==> src/inc/ecs_pkg.sv <==
package ecs_pkg;
   localparam int ECS_NWIN = 8;
   localparam int ECS_AMP_W = 12;
   localparam int ECS_CNT_W = 32;
   localparam int ECS_CH_W = 13;
   localparam logic [31:0] ECS_CNT_ONE = 32'h0000_0001;
   localparam logic [12:0] ECS_CH_ONE = 13'h0001;
   localparam logic [12:0] ECS_CH_TOP_RST = 13'h03ff;
   localparam logic [11:0] ECS_WIN_LO_RST = 12'h000;
   localparam logic [11:0] ECS_WIN_HI_RST = 12'hfff;
   localparam logic [31:0] ECS_TB_RST = 32'h000f_4240;
   // axi byte offsets
   localparam logic [7:0] ECS_A_CTRL = 8'h00;
   localparam logic [7:0] ECS_A_STAT = 8'h04;
   localparam logic [7:0] ECS_A_IRQ_ST = 8'h08;
   localparam logic [7:0] ECS_A_IRQ_MASK = 8'h0c;
   localparam logic [7:0] ECS_A_PRESET = 8'h10;
   localparam logic [7:0] ECS_A_TBASE = 8'h14;
   localparam logic [7:0] ECS_A_CHTOP = 8'h18;
   localparam logic [7:0] ECS_A_SNAP = 8'h1c;
   localparam logic [7:0] ECS_A_FAST = 8'h20;
   localparam logic [7:0] ECS_A_ACC = 8'h24;
   localparam logic [7:0] ECS_A_REJ = 8'h28;
   localparam logic [7:0] ECS_A_EXT = 8'h2c;
   localparam logic [7:0] ECS_A_ROI = 8'h30;
   localparam logic [7:0] ECS_A_TIME = 8'h34;
   localparam logic [7:0] ECS_A_WIN = 8'h40;
   // ctrl bits
   localparam int ECS_C_RUN = 0;
   localparam int ECS_C_SCALER = 1;
   localparam int ECS_C_PRESET = 2;
   localparam int ECS_C_CLEAR = 3;
   // irq bits
   localparam int ECS_I_PRESET = 0;
   localparam int ECS_I_BIN = 1;
   localparam int ECS_I_SNAP = 2;
   localparam int ECS_I_W = 3;
   localparam logic [1:0] ECS_RESP_OK = 2'b00;
   localparam logic [1:0] ECS_RESP_ERR = 2'b10;
   typedef enum logic [1:0] {
      ECS_IDLE = 2'b00,
      ECS_RUN = 2'b01,
      ECS_STOP = 2'b11
   } ecs_acq_t;
   function automatic logic [31:0] ecs_inc(input logic [31:0] v, input logic en);
      ecs_inc = en ? v + ECS_CNT_ONE : v;
   endfunction : ecs_inc
endpackage : ecs_pkg

==> src/inc/ecs_win_if.sv <==
`timescale 1ns/1ns
`default_nettype none
interface ecs_win_if;
   logic [ecs_pkg::ECS_NWIN-1:0][ecs_pkg::ECS_AMP_W-1:0] lo;
   logic [ecs_pkg::ECS_NWIN-1:0][ecs_pkg::ECS_AMP_W-1:0] hi;
   logic [ecs_pkg::ECS_AMP_W-1:0] amp;
   logic accept;
   logic [ecs_pkg::ECS_NWIN-1:0] hit;
   modport ctrl (output lo, output hi, output amp, output accept, input hit);
   modport win (input lo, input hi, input amp, input accept, output hit);
endinterface : ecs_win_if
`default_nettype wire

==> src/verilog/ecs_scaler.sv <==
`timescale 1ns/1ns
`default_nettype none
module ecs_scaler (
   input wire logic clock_in,
   input wire logic rst_b_in,
   input wire logic start_in,
   input wire logic active_in,
   input wire logic event_in,
   input wire logic [31:0] tbase_in,
   input wire logic [12:0] ch_top_in,
   output logic bin_valid_out,
   output logic [12:0] bin_ch_out,
   output logic [31:0] bin_count_out,
   output logic full_out
);
   import ecs_pkg::*;
   typedef struct packed {
      logic [31:0] tick;
      logic [31:0] cnt;
      logic [12:0] ch;
      logic valid;
      logic [12:0] out_ch;
      logic [31:0] out_cnt;
      logic full;
   } ecs_scl_st_t;
   ecs_scl_st_t s_q;
   ecs_scl_st_t s_d;
   always_comb begin
      s_d = s_q;
      s_d.valid = 1'b0;
      if (start_in) begin
         s_d = '0;
         s_d.ch = ECS_CH_ONE;
      end else if (active_in && !s_q.full) begin
         s_d.cnt = ecs_inc(s_q.cnt, event_in);
         if (s_q.tick + ECS_CNT_ONE >= tbase_in) begin
            // interval closes; an event in this cycle joins it
            s_d.valid = 1'b1;
            s_d.out_ch = s_q.ch;
            s_d.out_cnt = ecs_inc(s_q.cnt, event_in);
            s_d.cnt = '0;
            s_d.tick = '0;
            s_d.full = (s_q.ch >= ch_top_in);
            s_d.ch = s_q.ch + ECS_CH_ONE;
         end else begin
            s_d.tick = s_q.tick + ECS_CNT_ONE;
         end
      end
   end
   always_ff @(posedge clock_in or negedge rst_b_in) begin
      if (!rst_b_in) begin
         s_q <= '0;
      end else begin
         s_q <= s_d;
      end
   end
   assign bin_valid_out = s_q.valid;
   assign bin_ch_out = s_q.out_ch;
   assign bin_count_out = s_q.out_cnt;
   assign full_out = s_q.full;
endmodule : ecs_scaler
`default_nettype wire

==> src/verilog/ecs_top.sv <==
`timescale 1ns/1ns
`default_nettype none
module ecs_top (
   input wire logic clock_in,
   input wire logic rst_b_in,
   input wire logic fast_event_in,
   input wire logic peak_event_in,
   input wire logic [ecs_pkg::ECS_AMP_W-1:0] peak_amp_in,
   input wire logic [ecs_pkg::ECS_CH_W-1:0] peak_ch_in,
   input wire logic pile_up_rejection_in,
   input wire logic risetime_discrimination_in,
   input wire logic gate_ok_in,
   input wire logic preamp_reset_in,
   input wire logic transfer_busy_in,
   input wire logic ext_pulse_in,
   input wire logic s_axi_awvalid,
   output logic s_axi_awready,
   input wire logic [7:0] s_axi_awaddr,
   input wire logic s_axi_wvalid,
   output logic s_axi_wready,
   input wire logic [31:0] s_axi_wdata,
   input wire logic [3:0] s_axi_wstrb,
   output logic s_axi_bvalid,
   input wire logic s_axi_bready,
   output logic [1:0] s_axi_bresp,
   input wire logic s_axi_arvalid,
   output logic s_axi_arready,
   input wire logic [7:0] s_axi_araddr,
   output logic s_axi_rvalid,
   input wire logic s_axi_rready,
   output logic [31:0] s_axi_rdata,
   output logic [1:0] s_axi_rresp,
   output logic [ecs_pkg::ECS_NWIN-1:0] window_pulse_out,
   output logic hist_amp_we_out,
   output logic hist_scaler_we_out,
   output logic [ecs_pkg::ECS_CH_W-1:0] hist_ch_out,
   output logic [31:0] hist_data_out,
   output logic acquiring_out,
   output logic irq_out
);
   import ecs_pkg::*;
   typedef struct packed {
      ecs_acq_t acq;
      logic scaler;
      logic preset_en;
      logic [31:0] preset;
      logic [31:0] tbase;
      logic [12:0] ch_top;
      logic [ECS_NWIN-1:0][ECS_AMP_W-1:0] lo;
      logic [ECS_NWIN-1:0][ECS_AMP_W-1:0] hi;
      logic [31:0] fast;
      logic [31:0] acc;
      logic [31:0] rej;
      logic [31:0] ext;
      logic [31:0] region_of_interest;
      logic [31:0] time_cnt;
      logic [5:0][31:0] snap;
      logic ext_prev;
      logic [ECS_I_W-1:0] irq_st;
      logic [ECS_I_W-1:0] irq_mask;
      logic aw_got;
      logic w_got;
      logic [7:0] aw_addr;
      logic [31:0] w_data;
      logic [3:0] w_strb;
      logic bvalid;
      logic [1:0] bresp;
      logic rvalid;
      logic [31:0] rdata;
      logic [1:0] rresp;
      logic amp_we;
      logic [12:0] amp_ch;
      logic start_p;
   } ecs_st_t;
   ecs_st_t s_q;
   ecs_st_t s_d;
   logic running;
   logic counting;
   logic accept;
   logic bin_valid;
   logic [12:0] bin_ch;
   logic [31:0] bin_count;
   logic scl_full;
   ecs_win_if win_if ();
   assign running = (s_q.acq == ECS_RUN);
   // acquisition halts during preamp reset and transfer; gate-off is applied per counter, not here, and the ext counter ignores it
   assign counting = running && !preamp_reset_in && !transfer_busy_in;
   assign accept = peak_event_in && gate_ok_in && !pile_up_rejection_in &&
      !risetime_discrimination_in;
   assign win_if.lo = s_q.lo;
   assign win_if.hi = s_q.hi;
   assign win_if.amp = peak_amp_in;
   assign win_if.accept = accept && counting;
   ecs_windows u_win (
      .clock_in(clock_in),
      .rst_b_in(rst_b_in),
      .win_if(win_if)
   );
   ecs_scaler u_scl (
      .clock_in(clock_in),
      .rst_b_in(rst_b_in),
      .start_in(s_q.start_p),
      .active_in(counting && s_q.scaler && gate_ok_in),
      .event_in(win_if.hit[ECS_NWIN-1]),
      .tbase_in(s_q.tbase),
      .ch_top_in(s_q.ch_top),
      .bin_valid_out(bin_valid),
      .bin_ch_out(bin_ch),
      .bin_count_out(bin_count),
      .full_out(scl_full)
   );
   function automatic logic [31:0] merge(input logic [31:0] old, input logic [31:0] nv,
         input logic [3:0] strb);
      for (int b = 0; b < 4; b++) begin
         if (strb[b]) begin
            old[b*8 +: 8] = nv[b*8 +: 8];
         end
      end
      merge = old;
   endfunction : merge
   always_comb begin
      logic [7:0] ra;
      logic [31:0] wv;
      logic stop;
      logic [ECS_I_W-1:0] ev;
      logic rd_irq;
      ra = s_axi_araddr;
      wv = '0;
      stop = 1'b0;
      ev = '0;
      rd_irq = 1'b0;
      s_d = s_q;
      s_d.start_p = 1'b0;
      s_d.ext_prev = ext_pulse_in;
      s_d.amp_we = 1'b0;
      // counters
      s_d.fast = ecs_inc(s_q.fast, counting && fast_event_in && gate_ok_in);
      s_d.rej = ecs_inc(s_q.rej, counting && peak_event_in && gate_ok_in &&
         (pile_up_rejection_in || risetime_discrimination_in));
      s_d.ext = ecs_inc(s_q.ext, counting && ext_pulse_in && !s_q.ext_prev);
      s_d.time_cnt = ecs_inc(s_q.time_cnt, counting && gate_ok_in);
      s_d.region_of_interest = ecs_inc(s_q.region_of_interest, win_if.hit[ECS_NWIN-1]);
      if (counting && accept && !s_q.scaler && peak_ch_in <= s_q.ch_top) begin
         // only channel-range events reach the histogram
         s_d.acc = s_q.acc + ECS_CNT_ONE;
         s_d.amp_we = 1'b1;
         s_d.amp_ch = peak_ch_in;
      end
      if (running && s_q.preset_en && s_q.region_of_interest >= s_q.preset) begin
         stop = 1'b1;
         ev[ECS_I_PRESET] = 1'b1;
      end
      if (running && s_q.scaler && scl_full && !s_q.start_p) begin
         stop = 1'b1;
      end
      if (bin_valid) begin
         ev[ECS_I_BIN] = 1'b1;
      end
      if (stop) begin
         s_d.acq = ECS_STOP;
      end
      // write channel
      if (s_axi_awvalid && !s_q.aw_got) begin
         s_d.aw_got = 1'b1;
         s_d.aw_addr = s_axi_awaddr;
      end
      if (s_axi_wvalid && !s_q.w_got) begin
         s_d.w_got = 1'b1;
         s_d.w_data = s_axi_wdata;
         s_d.w_strb = s_axi_wstrb;
      end
      if (s_q.aw_got && s_q.w_got && !s_q.bvalid) begin
         s_d.aw_got = 1'b0;
         s_d.w_got = 1'b0;
         s_d.bvalid = 1'b1;
         s_d.bresp = ECS_RESP_OK;
         if (s_q.aw_addr == ECS_A_CTRL) begin
            wv = merge({28'h0, 1'b0, s_q.preset_en, s_q.scaler, running}, s_q.w_data,
               s_q.w_strb);
            s_d.preset_en = wv[ECS_C_PRESET];
            if (!running) begin
               // mode is frozen while acquiring
               s_d.scaler = wv[ECS_C_SCALER];
            end
            if (wv[ECS_C_CLEAR]) begin
               s_d.fast = '0;
               s_d.acc = '0;
               s_d.rej = '0;
               s_d.ext = '0;
               s_d.region_of_interest = '0;
               s_d.time_cnt = '0;
            end
            if (wv[ECS_C_RUN] && !running && !stop) begin
               s_d.acq = ECS_RUN;
               s_d.start_p = 1'b1;
            end else if (!wv[ECS_C_RUN] && running) begin
               s_d.acq = ECS_STOP;
            end
         end else if (s_q.aw_addr == ECS_A_IRQ_MASK) begin
            s_d.irq_mask = ECS_I_W'(merge({29'h0, s_q.irq_mask}, s_q.w_data,
               s_q.w_strb));
         end else if (s_q.aw_addr == ECS_A_PRESET) begin
            s_d.preset = merge(s_q.preset, s_q.w_data, s_q.w_strb);
         end else if (s_q.aw_addr == ECS_A_TBASE) begin
            s_d.tbase = merge(s_q.tbase, s_q.w_data, s_q.w_strb);
         end else if (s_q.aw_addr == ECS_A_CHTOP) begin
            s_d.ch_top = ECS_CH_W'(merge({19'h0, s_q.ch_top}, s_q.w_data, s_q.w_strb));
         end else if (s_q.aw_addr == ECS_A_SNAP) begin
            // one-cycle snapshot keeps the report self-consistent
            s_d.snap = {s_q.time_cnt, s_q.region_of_interest, s_q.ext, s_q.rej, s_q.acc, s_q.fast};
            ev[ECS_I_SNAP] = 1'b1;
         end else if (s_q.aw_addr >= ECS_A_WIN &&
               s_q.aw_addr < ECS_A_WIN + 8'(4 * ECS_NWIN)) begin
            wv = merge({4'h0, s_q.hi[s_q.aw_addr[4:2]], 4'h0, s_q.lo[s_q.aw_addr[4:2]]},
               s_q.w_data, s_q.w_strb);
            s_d.lo[s_q.aw_addr[4:2]] = wv[11:0];
            s_d.hi[s_q.aw_addr[4:2]] = wv[27:16];
         end else if (s_q.aw_addr != ECS_A_STAT && s_q.aw_addr != ECS_A_IRQ_ST &&
               !(s_q.aw_addr >= ECS_A_FAST && s_q.aw_addr <= ECS_A_TIME)) begin
            s_d.bresp = ECS_RESP_ERR;
         end
      end
      if (s_q.bvalid && s_axi_bready) begin
         s_d.bvalid = 1'b0;
      end
      // read channel
      if (s_axi_arvalid && !s_q.rvalid) begin
         s_d.rvalid = 1'b1;
         s_d.rresp = ECS_RESP_OK;
         s_d.rdata = '0;
         if (ra == ECS_A_CTRL) begin
            s_d.rdata = {28'h0, 1'b0, s_q.preset_en, s_q.scaler, running};
         end else if (ra == ECS_A_STAT) begin
            s_d.rdata = {29'h0, scl_full, s_q.acq};
         end else if (ra == ECS_A_IRQ_ST) begin
            s_d.rdata = {29'h0, s_q.irq_st};
            rd_irq = 1'b1;
         end else if (ra == ECS_A_IRQ_MASK) begin
            s_d.rdata = {29'h0, s_q.irq_mask};
         end else if (ra == ECS_A_PRESET) begin
            s_d.rdata = s_q.preset;
         end else if (ra == ECS_A_TBASE) begin
            s_d.rdata = s_q.tbase;
         end else if (ra == ECS_A_CHTOP) begin
            s_d.rdata = {19'h0, s_q.ch_top};
         end else if (ra >= ECS_A_FAST && ra <= ECS_A_TIME) begin
            s_d.rdata = s_q.snap[3'(ra[4:2])];
         end else if (ra >= ECS_A_WIN && ra < ECS_A_WIN + 8'(4 * ECS_NWIN)) begin
            s_d.rdata = {4'h0, s_q.hi[ra[4:2]], 4'h0, s_q.lo[ra[4:2]]};
         end else if (ra != ECS_A_SNAP) begin
            s_d.rresp = ECS_RESP_ERR;
         end
      end
      if (s_q.rvalid && s_axi_rready) begin
         s_d.rvalid = 1'b0;
      end
      // set beats read-clear
      s_d.irq_st = (rd_irq ? '0 : s_q.irq_st) | ev;
   end
   always_ff @(posedge clock_in or negedge rst_b_in) begin
      if (!rst_b_in) begin
         s_q <= '0;
         s_q.acq <= ECS_IDLE;
         s_q.tbase <= ECS_TB_RST;
         s_q.ch_top <= ECS_CH_TOP_RST;
         s_q.lo <= {ECS_NWIN{ECS_WIN_LO_RST}};
         s_q.hi <= {ECS_NWIN{ECS_WIN_HI_RST}};
      end else begin
         s_q <= s_d;
      end
   end
   assign s_axi_awready = !s_q.aw_got;
   assign s_axi_wready = !s_q.w_got;
   assign s_axi_bvalid = s_q.bvalid;
   assign s_axi_bresp = s_q.bresp;
   assign s_axi_arready = !s_q.rvalid;
   assign s_axi_rvalid = s_q.rvalid;
   assign s_axi_rdata = s_q.rdata;
   assign s_axi_rresp = s_q.rresp;
   assign window_pulse_out = win_if.hit;
   // one writer per mode, never both
   assign hist_amp_we_out = s_q.amp_we && !s_q.scaler;
   assign hist_scaler_we_out = bin_valid && s_q.scaler;
   assign hist_ch_out = s_q.scaler ? bin_ch : s_q.amp_ch;
   assign hist_data_out = s_q.scaler ? bin_count : '0;
   assign acquiring_out = running;
   assign irq_out = |(s_q.irq_st & s_q.irq_mask);
endmodule : ecs_top
`default_nettype wire

==> src/verilog/ecs_windows.sv <==
`timescale 1ns/1ns
`default_nettype none
module ecs_windows (
   input wire logic clock_in,
   input wire logic rst_b_in,
   ecs_win_if.win win_if
);
   import ecs_pkg::*;
   typedef struct packed {
      logic [ECS_NWIN-1:0] hit;
   } ecs_win_st_t;
   ecs_win_st_t s_q;
   ecs_win_st_t s_d;
   always_comb begin
      s_d = s_q;
      for (int i = 0; i < ECS_NWIN; i++) begin
         // each window compares only its own limits
         s_d.hit[i] = win_if.accept && (win_if.amp >= win_if.lo[i]) &&
            (win_if.amp <= win_if.hi[i]);
      end
   end
   always_ff @(posedge clock_in or negedge rst_b_in) begin
      if (!rst_b_in) begin
         s_q <= '0;
      end else begin
         s_q <= s_d;
      end
   end
   assign win_if.hit = s_q.hit;
endmodule : ecs_windows
`default_nettype wire
==> config.mk <==
export PLATFORM = sky130hd
export DESIGN_NAME = ecs_top
export DESIGN_NICKNAME = d
export VERILOG_FILES = /design/src/inc/ecs_pkg.sv /design/src/inc/ecs_win_if.sv /design/src/verilog/ecs_scaler.sv /design/src/verilog/ecs_top.sv /design/src/verilog/ecs_windows.sv
export SDC_FILE = /design/constraint.sdc
export NUM_CORES = 2
export LEC_CHECK = 0
export ABC_CLOCK_PERIOD_IN_PS = 7700
export BUFFER_PORTS_ARGS = -buffer_cell sky130_fd_sc_hd__buf_2
export CORE_ASPECT_RATIO = 2
export CORE_UTILIZATION = 55
export DETAILED_ROUTE_END_ITERATION = 8
export PLACE_DENSITY = 0.72
export SLEW_MARGIN = 20
export SYNTH_ARGS = -nofsm -noshare
export SYNTH_HDL_FRONTEND = slang
export SYNTH_SLANG_ARGS = --single-unit
export TNS_END_PERCENT = 30
==> constraint.sdc <==
create_clock -name clock_in -period 7.7 [get_ports clock_in]
set_clock_uncertainty 0.1 [all_clocks]
set_input_delay 1.155 -clock clock_in [delete_from_list [all_inputs] [get_ports clock_in]]
set_output_delay 1.155 -clock clock_in [all_outputs]
set_load 0.02 [all_outputs]
==> results.yml <==
synthesis:
  ys_top_cells_by_count: "780 x dfrtp_1, 457 x nand2_1, 396 x mux2_2"
  netlist.area_leader.share_pct: 39.2
  synth_edf_count: 0
  ys_seq_elements: 893
  yosys-top-cells-area: "dfrtp_1 39%, mux2_2 9.0%, ha_1 7.3%, dfstp_2 6.0%, mux4_2 5.8%"
  ys_types: 75
  syn-mean-instance-area_um2: 10.6
  synthCells: 4716
  yosysMostFrequentCell: "dfrtp_1"
  yosysTopAreaCell: "dfrtp_1"
  synth_area_um2: 49800
  ys_warn_count: 0
  ys_seq_area_share_pct: 45.2
  synthArstFlopShare_pct: 100
  ys.flop_type: "dfrtp_1"
timing:
  slew_viol_final: 0
  rsz0062_at_grt: "no"
  max_freq_ghz: 0.187
  tns_ps: 0
  fin_crit_ps: 5360
  slew-limit-headroom_pct: 18.8
  post-route-period-util_pct: 69.6
  worst_pin_slew_ps: 1210
  setup-violations-final: 0
  hold_viol: 0
  holdWs_ps: 372
critical_path:
  startpoint_type: "flip-flop"
  critPathKind: "reg2reg"
  arrival_ps: 5850
  required_ps: 8190
  setup.worst_path.end_class: "flip-flop"
  critical_path.max_fanout: 16
  reg2reg_depth: 17
global_route:
  grtUsageMet1_pct: 37.2
  grt.met2_usage_pct: 56.9
  grt_antenna_before_repair: 3
  met3_usage_pct: 4.99
  grt_pass1_vias: 38400
  grt_max_degree: 158
  grt_pass1_wl_mm: 230
  grt_util_all_layers_pct: 33.1
  busiest_layer: "met2"
  grt_overflow: 0
final_layout:
  final_nets: 5170
  layout-drive-gt1-share_pct: 21.9
  area_growth_pct: 9.68
  final_area_um2: 54600
drt:
  drt-total-wl_mm: 150
  antenna_left: 0
  drc: 0
  detail_route.wl_per_cell_um: 24.9
  drtPass1Iterations: 6
  dr.first_iter.drc_count: 3137
  vias: 37800
  via_per_inst: 6.27
placed_design:
  place_hpwl_mm: 109
  place_area_um2: 51700
  gp_congestion: 0.982
  io_buffers: 187
cts:
  postCtsSetupBuffers: 0
  cts_sinks: 893
  cts_tree: "done"
  numCtsBuffers: 83
  worstSkewPairLatency_ps: 710
  ctsHoldBuffers: 0
  clock_path_buffers: 3
  cts-resized-gates: 0
  htree_levels: 3
  cts-root-buf: "clkbuf_16"
  clkTransAtPathRegs_ps: 60
die:
  die_x_um: 215
  die_y_um: 428
  pin_count: 190
  die_area_um2: 91800
  rows: 155
  core_um2: 89400
  start_util_pct: 55.7
hold_path:
  min_path_type: "in2async"
power:
  p_per_area_nw_per_um2: 267
  power.static_leakage_nw: 24.5
  peakVddDrop_mv: 0.299
status:
  status: "finished clean"
job:
  cap_violations: 0
[cell type report]
type                    instances  area, µm²
well taps                    1177       1470
repair buffers                245       1470
fillers                      7363      34800
inverters                     315       1180
diodes                          3       7.51
multi-input cells            3249      25100
flip-flops and latches        893      22500
clock inverters                26        420
clock buffers                 129       2520
[kinds of logic (layout without fill, tap and decap cells)]
family,count (synthesis),count (layout),share of synthesized area (%)
AOI/OAI and AO/OA,817,817,10.0
xor gates and xnor gates,203,203,3.58
adders and majority gates,291,291,7.31
buffers and inverters,575,715,4.74
DFF,893,893,45.2
muxes,600,600,16.3
other,1,5,0.00753
and+or+nand+nor,1336,1336,12.9
[final timing paths]
| kind | from | end | slack, ps |
|---|---|---|---|
| setup / recovery | u_scl.s_q[92]$_DFFE_PN0P_ | u_scl.bin_ch_out[2]$_DFFE_PN0P_ | 2340 |
| hold / removal | rst_b_in | async pin | 370 |
| setup reg to reg | u_scl.s_q[92]$_DFFE_PN0P_ | u_scl.bin_ch_out[2]$_DFFE_PN0P_ | 2340 |
| hold reg to reg | s_q[1]$_DFFE_PN0P_ | s_q[1]$_DFFE_PN0P_ | 380 |
| max in group asynchronous | rst_b_in | s_q[239]$_DFFE_PN0P_ | 5630 |
| min in group clock_in | s_q[1]$_DFFE_PN0P_ | s_q[1]$_DFFE_PN0P_ | 380 |
[stage by stage]
step                      total power, W  util [%]  std cells  setup slack, ps
after floorplan                  0.00847         -       4717             3600
after global placement           0.00995      57.8       5879             2460
after detailed placement          0.0101      57.8       5879             2400
after CTS                         0.0146      61.1       6034             2340
after global routing              0.0152      61.1       6035             1850
final                             0.0146      61.1       6037             2340
[layer usage]
layer  vias to the layer above  share of wire (%)  wire length, µm
li1                      16900                  -                -
met1                     19100                 36            54200
met2                      1425                 50            74800
met3                       459                5.5             8250
met4                         2                8.5            12800
met5                         -             0.0073               11
[layout by cell type, fill, tap and decap left out, types with 84 or more instances in the layout]
cell type,instances
nor2_1,299
xor2_1,127
ha_1,291
o21ai_0,265
buf_2,183
nand3_1,121
nand2_1,456
inv_1,313
dfstp_2,113
dfrtp_1,775
a21oi_1,195
mux4_2,128
mux2_2,396
clkbuf_16,84
[power by group]
| group | internal, W | leakage, nW | switching (W) | total, W |
|---|---|---|---|---|
| Sequential | 0.00546 | 11.8 | 0.000846 | 0.00631 |
| Clock | 0.00255 | 1.44 | 0.00194 | 0.00449 |
| Combinational | 0.00153 | 11.3 | 0.00225 | 0.00378 |
[worst max-delay path: stages (launching register included)]
cell and delay, ps:
dfrtp_1 440, ha_1 270, nand3_1 140, nor2_1 320, nand4_1 210, nor2_1 440
and4_1 290, nand2_1 80, xnor2_1 190, ha_1 320, and3_1 180, nand4_1 130
or3_1 490, o21a_1 390, buf_4 280, nor2_1 670, nand2_1 110, a21oi_1 190
(Power assumes the default switching activity.)
